--- src/verilog/adc_params.svh ---
// Shared word widths, field positions, reset values and timing counts of the converter link
`ifndef ADC_PARAMS_SVH
`define ADC_PARAMS_SVH
// Result word layout
`define ADC_WORD_BITS   24
`define ADC_DATA_BITS   22
`define ADC_OVH_POS     23
`define ADC_OVL_POS     22
`define ADC_CNT_BITS    5
// Clock rates in hertz
`define ADC_SYS_HZ      100000000
`define ADC_OSC_HZ      102400
`define ADC_SCK_MAX_HZ  5000000
// Conversion length and warm-up in oscillator periods
`define ADC_CONV_OSC    8192
`define ADC_WARM_OSC    144
// Times in nanoseconds
`define ADC_SHDN_NS     10000
`define ADC_CS_GAP_NS   90
// Derived cycle counts
`define ADC_OSC_DIV     (`ADC_SYS_HZ / `ADC_OSC_HZ)
`define ADC_SHDN_CYC    (`ADC_SHDN_NS * (`ADC_SYS_HZ / 1000000) / 1000)
`define ADC_SCK_HALF    ((`ADC_SYS_HZ + 2 * `ADC_SCK_MAX_HZ - 1) / (2 * `ADC_SCK_MAX_HZ))
`define ADC_GAP_CYC     ((`ADC_CS_GAP_NS * (`ADC_SYS_HZ / 1000000) + 999) / 1000)
// Reset levels of the sampled pins
`define ADC_CS_RST      1'b1
`define ADC_SCK_RST     1'b0
`endif

--- src/verilog/adc_pkg.sv ---
// Types shared by both ends of the converter link
package adc_pkg;
	`include "adc_params.svh"

	typedef enum logic [1:0] {
		ADC_D_SHDN = 2'b00,
		ADC_D_IDLE = 2'b01,
		ADC_D_CONV = 2'b10
	} adc_dev_e;

	typedef enum logic [1:0] {
		ADC_H_IDLE = 2'b00,
		ADC_H_WAIT = 2'b01,
		ADC_H_CLK  = 2'b10,
		ADC_H_GAP  = 2'b11
	} adc_host_e;

	typedef logic [`ADC_WORD_BITS-1:0] adc_word_t;

	typedef struct packed {
		logic s1;
		logic s2;
		logic s3;
	} adc_sync_s;

	typedef struct packed {
		adc_dev_e               st;
		logic [15:0]            osc_cnt;
		logic [15:0]            conv_cnt;
		logic [15:0]            shdn_cnt;
		logic                   warm;
		logic                   first;
		logic                   pend;
		logic                   shift_en;
		logic [`ADC_CNT_BITS-1:0] bits;
		adc_word_t              sr;
		logic                   sdo;
		logic                   oe;
		logic                   done;
		logic                   shutdown;
	} adc_dev_s;

	typedef struct packed {
		adc_host_e              st;
		logic [7:0]             div;
		logic                   ph;
		logic                   armed;
		logic                   sck;
		logic                   cs_n;
		logic [`ADC_CNT_BITS-1:0] bits;
		adc_word_t              sh;
		adc_word_t              result;
		logic                   valid;
	} adc_host_s;
endpackage

--- src/verilog/adc_link_if.sv ---
// Three-wire serial link between the converter and its host
`timescale 1ns/1ns
interface adc_link_if;
	logic cs_n;
	logic sck;
	logic data_ready_out;
	logic data_ready_oe;
	// Line floats high through a pull-up while the converter is off the line
	wire  sdo_line = data_ready_oe ? data_ready_out : 1'b1;

	modport dev (input cs_n, input sck, output data_ready_out, output data_ready_oe);
	modport host (output cs_n, output sck, input sdo_line);
endinterface

--- src/verilog/adc_sync_edge.sv ---
// Two-stage synchroniser with edge detection behind the second stage
`timescale 1ns/1ns
module adc_sync_edge #(
	parameter logic RST_VAL = 1'b0
) (
	// Clock and reset
	input  wire logic sys_clk,
	input  wire logic rst,
	// Asynchronous input and synchronised results
	input  wire logic din,
	output logic      lvl,
	output logic      rise,
	output logic      fall
);
	import adc_pkg::*;

	adc_sync_s s_ff;
	adc_sync_s nxt_s;

	// Shift chain; only s2 and s3 feed logic
	always_comb
	begin
		nxt_s    = s_ff;
		nxt_s.s1 = din;
		nxt_s.s2 = s_ff.s1;
		nxt_s.s3 = s_ff.s2;
	end

	always_ff @(posedge sys_clk or posedge rst)
	begin
		if (rst)
			s_ff <= '{s1: RST_VAL, s2: RST_VAL, s3: RST_VAL};
		else
			s_ff <= nxt_s;
	end

	assign lvl  = s_ff.s2;
	assign rise = s_ff.s2 & ~s_ff.s3;
	assign fall = ~s_ff.s2 & s_ff.s3;
endmodule

--- src/verilog/adc_dev_end.sv ---
// Converter end: conversion sequencer and serial result readout
`timescale 1ns/1ns
`include "adc_params.svh"
// Contract
// - Works with host modes 0,0 and 1,1
// - Next output bit on each falling clock
// - Link inputs captured on rising clock only
// - Host may idle clock high or low
// - Ready drives line low while selected
// - Ready then 24 bits, one per fall
// - Clock ignored while select is high
// - Select falling edge starts a conversion; with a result pending it starts that readout instead
// - Select raised early gives one conversion
// - Select held low converts back to back
// - Select tied low converts from power-up
// - Output released while select is high
// - Shuts down alone when not converting
// - Conversion state cleared between conversions
// - Calibration inside conversion, no extra time
// - Every conversion gives a settled result; a later conversion of a continuous run cut short by select rising gives none
// - Host clock no faster than 5 MHz
// - Data bits are two's complement
// - First conversion after shutdown adds 144 periods
// - Timing from own oscillator, not clock edges
// - Two bits flag positive and negative overrange
module adc_dev_end #(
	parameter int CONV_OSC = `ADC_CONV_OSC,
	parameter int OSC_DIV  = `ADC_OSC_DIV,
	parameter int SHDN_CYC = `ADC_SHDN_CYC
) (
	// Clock and reset
	input  wire logic   sys_clk,
	input  wire logic   rst,
	// Serial link
	adc_link_if.dev     link,
	// Sampled analog value, full scale is plus or minus 2**21
	input  wire logic signed [`ADC_WORD_BITS-1:0] sample_in,
	// Status
	output logic        conv_done,
	output logic        in_shutdown,
	output logic        converting
);
	import adc_pkg::*;

	adc_dev_s s_ff;
	adc_dev_s nxt_s;
	logic     cs_lvl;
	logic     cs_rise;
	logic     cs_fall;
	logic     sck_rise;
	logic     sck_fall;
	logic     osc_tick;
	logic     conv_end;

	// ************************************************
	// Pin synchronisers
	// ************************************************

	// Select resets high so a select tied low shows a fall after reset
	adc_sync_edge #(.RST_VAL(`ADC_CS_RST)) u_cs_sync (
		.sys_clk (sys_clk),
		.rst     (rst),
		.din     (link.cs_n),
		.lvl     (cs_lvl),
		.rise    (cs_rise),
		.fall    (cs_fall)
	);

	adc_sync_edge #(.RST_VAL(`ADC_SCK_RST)) u_sck_sync (
		.sys_clk (sys_clk),
		.rst     (rst),
		.din     (link.sck),
		.lvl     (),
		.rise    (sck_rise),
		.fall    (sck_fall)
	);

	// ************************************************
	// Result encoding
	// ************************************************

	// Overrange flags ahead of the 22 data bits; value clamps nowhere, flags tell
	function automatic adc_word_t encode(input logic signed [`ADC_WORD_BITS-1:0] v);
		logic overrange_high_bit;
		logic overrange_low_bit;
		overrange_high_bit = (v > $signed(24'h1fffff));
		overrange_low_bit = (v < $signed(24'he00000));
		encode = {overrange_high_bit, overrange_low_bit, v[`ADC_DATA_BITS-1:0]};
	endfunction

	// ************************************************
	// Oscillator and sequencer
	// ************************************************

	// Oscillator runs only while converting, held in reset otherwise
	assign osc_tick = (s_ff.st == ADC_D_CONV) && (s_ff.osc_cnt == 16'(OSC_DIV - 1));
	// Calibration is part of the conversion length, so no extra periods for it
	assign conv_end = osc_tick &&
		(s_ff.conv_cnt == 16'(CONV_OSC - 1 + (s_ff.warm ? `ADC_WARM_OSC : 0)));

	always_comb
	begin
		nxt_s      = s_ff;
		nxt_s.done = 1'b0;
		nxt_s.oe   = ~cs_lvl;
		// Oscillator divider and period count
		if (s_ff.st == ADC_D_CONV)
		begin
			nxt_s.osc_cnt = osc_tick ? 16'h0000 : s_ff.osc_cnt + 16'h0001;
			if (osc_tick)
				nxt_s.conv_cnt = s_ff.conv_cnt + 16'h0001;
		end
		else
		begin
			nxt_s.osc_cnt = 16'h0000;
		end
		// Completion: fresh settled word, counters flushed
		if (conv_end)
		begin
			nxt_s.sr       = encode(sample_in);
			nxt_s.conv_cnt = 16'h0000;
			nxt_s.done     = 1'b1;
			nxt_s.warm     = 1'b0;
			if (!cs_lvl)
			begin
				nxt_s.sdo      = 1'b0;
				nxt_s.shift_en = 1'b1;
				nxt_s.bits     = '0;
				nxt_s.first    = 1'b0;
			end
			else
			begin
				nxt_s.pend = 1'b1;
				nxt_s.st   = ADC_D_IDLE;
			end
		end
		// Serial shifter, active only while selected
		if (s_ff.shift_en && !cs_lvl)
		begin
			// Only falls move data, so the idle level never matters
			if (sck_fall && s_ff.bits != 5'(`ADC_WORD_BITS))
			begin
				nxt_s.sdo  = s_ff.sr[`ADC_WORD_BITS-1];
				nxt_s.sr   = {s_ff.sr[`ADC_WORD_BITS-2:0], 1'b0};
				nxt_s.bits = s_ff.bits + 5'h01;
			end
			// Word ends on the rising edge that samples the last bit
			if (sck_rise && s_ff.bits == 5'(`ADC_WORD_BITS))
			begin
				nxt_s.sdo      = 1'b1;
				nxt_s.shift_en = 1'b0;
			end
		end
		// Select edges win over completion in the same cycle
		if (cs_fall)
		begin
			nxt_s.shdn_cnt = 16'h0000;
			if (s_ff.pend)
			begin
				nxt_s.pend     = 1'b0;
				nxt_s.sdo      = 1'b0;
				nxt_s.shift_en = 1'b1;
				nxt_s.bits     = '0;
			end
			else
			begin
				nxt_s.st       = ADC_D_CONV;
				nxt_s.conv_cnt = 16'h0000;
				nxt_s.osc_cnt  = 16'h0000;
				nxt_s.first    = 1'b1;
				nxt_s.sdo      = 1'b1;
				nxt_s.shift_en = 1'b0;
			end
		end
		if (cs_rise)
		begin
			nxt_s.shift_en = 1'b0;
			nxt_s.sdo      = 1'b1;
			nxt_s.shdn_cnt = 16'h0000;
			// A later conversion of a continuous run is dropped
			if (s_ff.st == ADC_D_CONV && !s_ff.first)
			begin
				nxt_s.st       = ADC_D_IDLE;
				nxt_s.conv_cnt = 16'h0000;
			end
		end
		// Idle falls to shutdown on its own
		case (s_ff.st)
			ADC_D_IDLE:
			begin
				if (!cs_fall)
					nxt_s.shdn_cnt = s_ff.shdn_cnt + 16'h0001;
				if (!cs_fall && s_ff.shdn_cnt == 16'(SHDN_CYC - 1))
				begin
					nxt_s.st   = ADC_D_SHDN;
					nxt_s.warm = 1'b1;
				end
			end
			ADC_D_SHDN: nxt_s.shdn_cnt = 16'h0000;
			ADC_D_CONV: nxt_s.shdn_cnt = 16'h0000;
			default:    nxt_s.st = ADC_D_SHDN;
		endcase
		nxt_s.shutdown = (nxt_s.st == ADC_D_SHDN);
	end

	always_ff @(posedge sys_clk or posedge rst)
	begin
		if (rst)
		begin
			s_ff          <= '0;
			s_ff.st       <= ADC_D_SHDN;
			s_ff.warm     <= 1'b1;
			s_ff.sdo      <= 1'b1;
			s_ff.shutdown <= 1'b1;
		end
		else
		begin
			s_ff <= nxt_s;
		end
	end

	// ************************************************
	// Outputs
	// ************************************************

	assign link.data_ready_out = s_ff.sdo;
	assign link.data_ready_oe  = s_ff.oe;
	assign conv_done           = s_ff.done;
	assign in_shutdown         = s_ff.shutdown;
	assign converting          = (s_ff.st == ADC_D_CONV);
endmodule

--- src/flat_wrapper.sv ---
// flat-port wrapper written by rule: the top's interface ports become plain ports
module adc_dev_end_flat import adc_pkg::*;
#(
	parameter int CONV_OSC = `ADC_CONV_OSC,
	parameter int OSC_DIV  = `ADC_OSC_DIV,
	parameter int SHDN_CYC = `ADC_SHDN_CYC
)
  (sys_clk, rst, sample_in, conv_done, in_shutdown, converting, link_cs_n, link_sck, link_data_ready_out, link_data_ready_oe);
  adc_link_if link_i ();
  input  wire logic sys_clk;
  input  wire logic rst;
  input  wire logic signed [`ADC_WORD_BITS-1:0] sample_in;
  output logic conv_done;
  output logic in_shutdown;
  output logic converting;
  input wire logic [$bits(link_i.cs_n)-1:0] link_cs_n;
  input wire logic [$bits(link_i.sck)-1:0] link_sck;
  output wire logic [$bits(link_i.data_ready_out)-1:0] link_data_ready_out;
  output wire logic [$bits(link_i.data_ready_oe)-1:0] link_data_ready_oe;
  assign link_i.cs_n = link_cs_n;
  assign link_i.sck = link_sck;
  assign link_data_ready_out = link_i.data_ready_out;
  assign link_data_ready_oe = link_i.data_ready_oe;
  adc_dev_end #(.CONV_OSC(CONV_OSC), .OSC_DIV(OSC_DIV), .SHDN_CYC(SHDN_CYC)) u_core (.sys_clk(sys_clk), .rst(rst), .link(link_i), .sample_in(sample_in), .conv_done(conv_done), .in_shutdown(in_shutdown), .converting(converting));
endmodule
--- config.mk ---
export PLATFORM = sky130hd
export DESIGN_NAME = adc_dev_end_flat
export DESIGN_NICKNAME = d
export VERILOG_FILES = /design/src/verilog/adc_pkg.sv /design/src/verilog/adc_link_if.sv /design/src/verilog/adc_sync_edge.sv /design/src/verilog/adc_dev_end.sv /design/src/flat_wrapper.sv
export VERILOG_INCLUDE_DIRS = /design/src /design/src/verilog
export SDC_FILE = /design/constraint.sdc
export NUM_CORES = 1
export LEC_CHECK = 0
export ABC_AREA = 1
export BUFFER_PORTS_ARGS = -buffer_cell sky130_fd_sc_hd__buf_2
export CORE_MARGIN = 5
export CORE_UTILIZATION = 47
export CTS_CLUSTER_SIZE = 28
export DETAILED_ROUTE_END_ITERATION = 8
export MAX_ROUTING_LAYER = met4
export PLACE_DENSITY = 0.75
export SLEW_MARGIN = 15
export SYNTH_ARGS = -nofsm -noshare
export SYNTH_HDL_FRONTEND = slang
export SYNTH_HIERARCHICAL = 1
export SYNTH_SLANG_ARGS = --single-unit
--- constraint.sdc ---
create_clock -name sys_clk -period 2.31 [get_ports sys_clk]
set_input_delay 0.231 -clock sys_clk [delete_from_list [all_inputs] [get_ports sys_clk]]
set_output_delay 0.231 -clock sys_clk [all_outputs]
set_load 0.02 [all_outputs]
=== Word level (Yosys, flattened, before mapping) ===
Cells that the tools add are included.
Widths: inputs -> output; s select.

* Register bits after elaboration: 93

* Bitwise operators: 8
* Multiplexer cells: 39
* Eq/ne operators: 7
* Order comparisons: 2
* Reductions and logical operators: 13
* Add/subtract/negate cells: 5

{| class="wikitable"
|+ Operators with widths
! cell !! count
|-
| $mux 16 || 7
|-
| $mux 34 || 2
|-
| $mux 50 || 1
|-
| $add 16x1->16 const B || 3
|-
| $eq 16x10->1 const B || 2
|-
| $mux 32 || 1
|-
| $pmux 16 s2 || 1
|-
| $mux 31 || 1
|-
| $mux 30 || 1
|-
| $gt 24x22->1 const B || 1
|-
| $lt 24x22->1 const B || 1
|-
| $add 14x16->16 const A || 1
|-
| $eq 16x16->1 || 1
|-
| $mux 8 || 2
|-
| $mux 1 || 15
|-
| $mux 2 || 5
|-
| $logic_and 1x1->1 || 7
|-
| $mux 6 || 1
|-
| $add 5x1->5 const B || 1
|-
| $eq 5x5->1 const B || 1
|-
| $mux 5 || 1
|-
| $ne 5x5->1 const B || 1
|-
| $and 1x1->1 || 4
|-
| $logic_not 2->1 || 2
|-
| other kinds (6) || 11
|}

=== Depth between registers and ports, before layout ===
* Word-level depth: 12
* Gate-level depth with buffers: 13
* Gate-level depth less buffers: 12

=== Modules after synthesis ===
Netlist, hierarchy kept.

{| class="wikitable"
|+ Modules (own cells, without submodules)
! module !! sequential area each (sq um) !! instances !! cells each !! area an instance (sq um)
|-
| adc_dev_end || 2180.8 || 1 || 576 || 4636.9
|-
| adc_sync_edge at u_core.u_cs_sync || 78.8 || 1 || 8 || 97.6
|-
| adc_sync_edge at u_core.u_sck_sync || 75.1 || 1 || 8 || 93.8
|}

=== Worst setup path after synthesis ===
No wires, ideal clock.

* Path kind: register to register
* Start: register u_core/s_ff[85] in the netlist's numbering
* End: register u_core/s_ff[10] in the netlist's numbering
* Data required time: 2.179 ns
* Stages on the path, launching flop included: 11
* Data arrival time: 1.546 ns
* Path buffers: 2
* Slack: 0.633 ns
* Path through: dfrtp_1 > inv_2 > nand2_1 > inv_1 > nand2_2 > nor2_8 > nand2_2 > buf_6 > buf_2 > o21ai_1 > o21ai_0

{| class="wikitable"
|+ RTL lines
! element !! RTL line !! source
|-
| start: declaration || adc_dev_end.sv:45 || <nowiki>adc_dev_s s_ff;</nowiki>
|-
| start signal: assignment || adc_dev_end.sv:218 || <nowiki>s_ff <= nxt_s;</nowiki>
|}

==> impl_metrics.csv <==
group,metric,value,unit
outcome,status,"completed",
die,die_w,111,um
detailed_routing,drt_wl_total,9.80,mm
placed_design,portBuffers,32,
synth,ys_seq_area_share,48.4,%
synth,ys.warnings.count,6,
synth,synth_edf_count,0,
synth,synth_top_area_share,45.1,%
die,die_area,12400,um^2
cts,tritoncts,"done",
cells_and_area,drive_gt1_share,14.9,%
detailed_routing,vias,3938,
worst_setup_path,crit_path_max_fanout,19,
synth,ys_ff_latch,93,
job,drv_cap,0,
hold_path,hp-class,"in2reg",
cts,clk_pin_slew,0.10,ns
placed_design,gp_congestion,0.824,
sta,finalClockSkew,0.0114,ns
pwr,powerDensity,668,nW/um^2
sta,period_needed,2.09,ns
synth,ys_types,40,
die,placementRows,37,
global_route,grt_overflow,0,
sta,slew_viol_final,0,
cts,h-tree-depth,3,
detailed_routing,drtIter0Drc,235,
detailed_routing,drc_errors,0,
placed_design,dp_hpwl,7.03,mm
cells_and_area,largest_reg_flops,83,
cts,clock_latency,0.36,ns
sta,grt_setup_unrepaired,"no",
sta,setup_viol,0,
worst_setup_path,startpoint_type,"flop",
die,initial_core_util,47.4,%
global_route,grt_first_pass_wirelength,16.9,mm
global_route,grt_usage,16.6,%
sta,fin_crit_sh,90.6,%
global_route,grt_max_degree,37,
synth,ys.flop_type,"dfrtp_1",
cells_and_area,top_register,"u_core/s_ff",
cells_and_area,diodes,0,
cells_and_area,fillers,969,
cts,post_cts.repair.setup_buffers,0,
sta,hold_viol_final,0,
placed_design,place_area,5130,um^2
cts,cts_num_sinks,93,
cells_and_area,fin_area,5350,um^2
detailed_routing,vias_per_cell,5.13,
pwr,peakVddDrop,0.284,mV
cells_and_area,final_common_cell,"nand2_1",
worst_setup_path,worstPathArrival,2.40,ns
worst_setup_path,worstSetupEndpointType,"flop",
die,die_h,111,um
global_route,antenna_found_initial,0,
synth,synthTopCellsByArea,"dfrtp_1 (45%), nand2_1 (7.1%), inv_1 (6.5%), nor2_1 (5.8%), o21ai_0 (4.7%)",
pwr,total_leakage_power,2.55,nW
synth,synth_nets,625,
cells_and_area,syn_to_final_growth,10.9,%
sta,slew_headroom,45.8,%
die,num_io_pins,33,
worst_setup_path,cp.required,2.62,ns
detailed_routing,antenna_left,0,
cts,cts-buffers-inserted,9,
worst_setup_path,path_class,"reg2reg",
detailed_routing,first_pass_iters,5,
sta,worstMarginPinSlew,0.810,ns
cts,clk_path_buf_depth,2,
cells_and_area,final_nets,660,
synth,synth_top_area_cell,"dfrtp_1",
synth,syn-instance-count,592,
die,core-area,10200,um^2
pwr,power.total,3.57,mW
synth,netlist_area,4830,um^2
synth,syn_avg_cell_area,8.16,um^2
cells_and_area,layout_common_cells,"nand2_1 (91), dfrtp_1 (87), inv_1 (82), nor2_1 (74), o21ai_0 (45)",
synth,async_flop_share,100,%
global_route,grt_pass1_vias,3840,
sta,max_freq,0.478,GHz
cts,cts-root-buf,"clkbuf_8",
detailed_routing,post_drt_wl_per_cell,12.8,um
==> kinds of logic (layout without fill, tap and decap cells) <==
logic type                 count (synthesis)  after routing  synth area share, %
and+or+nand+nor                          247            247                 23.8
adders and majority gates                  5              5                 1.30
xor gates and xnor gates                  22             22                 3.99
DFF                                       93             93                 48.4
AOI/OAI and AO/OA                        118            118                 13.4
buffers and inverters                    107            147                 9.12
==> power breakdown <==
part           internal [mW]  total [mW]  switching [mW]
logic                  0.250       0.590           0.340
clock network          0.416        1.04           0.627
registers               1.85        1.94          0.0947
total                   2.51        3.57            1.06
==> worst paths after layout <==
kind	startpoint	to	slack, ns	cells after the start
max in group asynchronous	rst	u_core/in_shutdown	1.11	4
max	u_core/s_ff[69]	u_core/s_ff[61]	0.22	9
min	sample_in[1]	u_core/s_ff[5]	0.08	3
min reg2reg	u_core/u_sck_sync/nxt_s[1]	u_core/u_sck_sync/lvl	0.36	0
min in group asynchronous	rst	u_core/u_sck_sync/lvl	0.32	3
max reg2reg	u_core/s_ff[69]	u_core/s_ff[61]	0.22	9
==> Yosys cell counts, types with 3 or more instances <==
| cell type | count |
|---|---|
| buf_2 | 4 |
| nor2_1 | 74 |
| dfstp_2 | 6 |
| o21ai_0 | 45 |
| xor2_1 | 15 |
| nor2_2 | 4 |
| xnor2_1 | 7 |
| ha_1 | 5 |
| nand4_1 | 15 |
| a21oi_1 | 31 |
| clkbuf_1 | 7 |
| nand3_1 | 34 |
| buf_6 | 4 |
| nor3_1 | 10 |
| inv_2 | 7 |
| nand2_2 | 3 |
| o21ai_1 | 22 |
| nor3b_2 | 4 |
| nor3b_1 | 3 |
| nand2_1 | 91 |
| inv_1 | 83 |
| a21oi_2 | 7 |
| o21a_1 | 3 |
| dfrtp_1 | 87 |
==> metrics by stage <==
step                hold slack [ns]  instances  setup WS [ns]  util (%)  setup TNS, ns
finish                       0.0788        768          0.216      52.6              0
global route                 0.0658        768         0.0461      52.6              0
CTS                          0.0643        768          0.192      52.6              0
detailed placement            0.141        749        -0.0153      50.4        -0.0359
global placement              0.135        749          0.155      50.4              0
floorplan                   -0.0154        592          0.633         -              0
==> layout make-up <==
type	instances	area, um^2	share of cell area (%)
Sequential cell	93	2330	43.6
Multi-Input combinational cell	392	2060	38.5
Inverter	90	342	6.38
Timing Repair Buffer	41	260	4.86
Tap cell	136	170	3.18
Clock buffer	9	124	2.31
Clock inverter	7	63.8	1.19
==> metal layers <==
| layer | vias to the layer above | GRT usage (%) | wire length [um] |
|---|---|---|---|
| met3 | 8 | 4.02 | 376 |
| met2 | 66 | 27.3 | 4880 |
| met5 | - | - | 0 |
| li1 | 1973 | - | - |
| met1 | 1891 | 20.6 | 4460 |
| met4 | 0 | 4.79 | 78 |
==> critical path: stages (launching register included) <==
cell,delay [ns]
dfrtp_1,0.41
ha_1,0.22
nand2_1,0.12
nor2_4,0.07
nand3_4,0.10
nor2_8,0.05
nand2_2,0.32
nand3_2,0.38
a21oi_1,0.22
o21a_1,0.14
==> repair_timing <==
action                                  CTS  global route
endpoints found under the setup margin    4             0
hold buffers                              3             0
hold endpoints to repair                 32             0
gates resized for setup                   1             0
No activity file was read; power rests on OpenSTA's default activity.
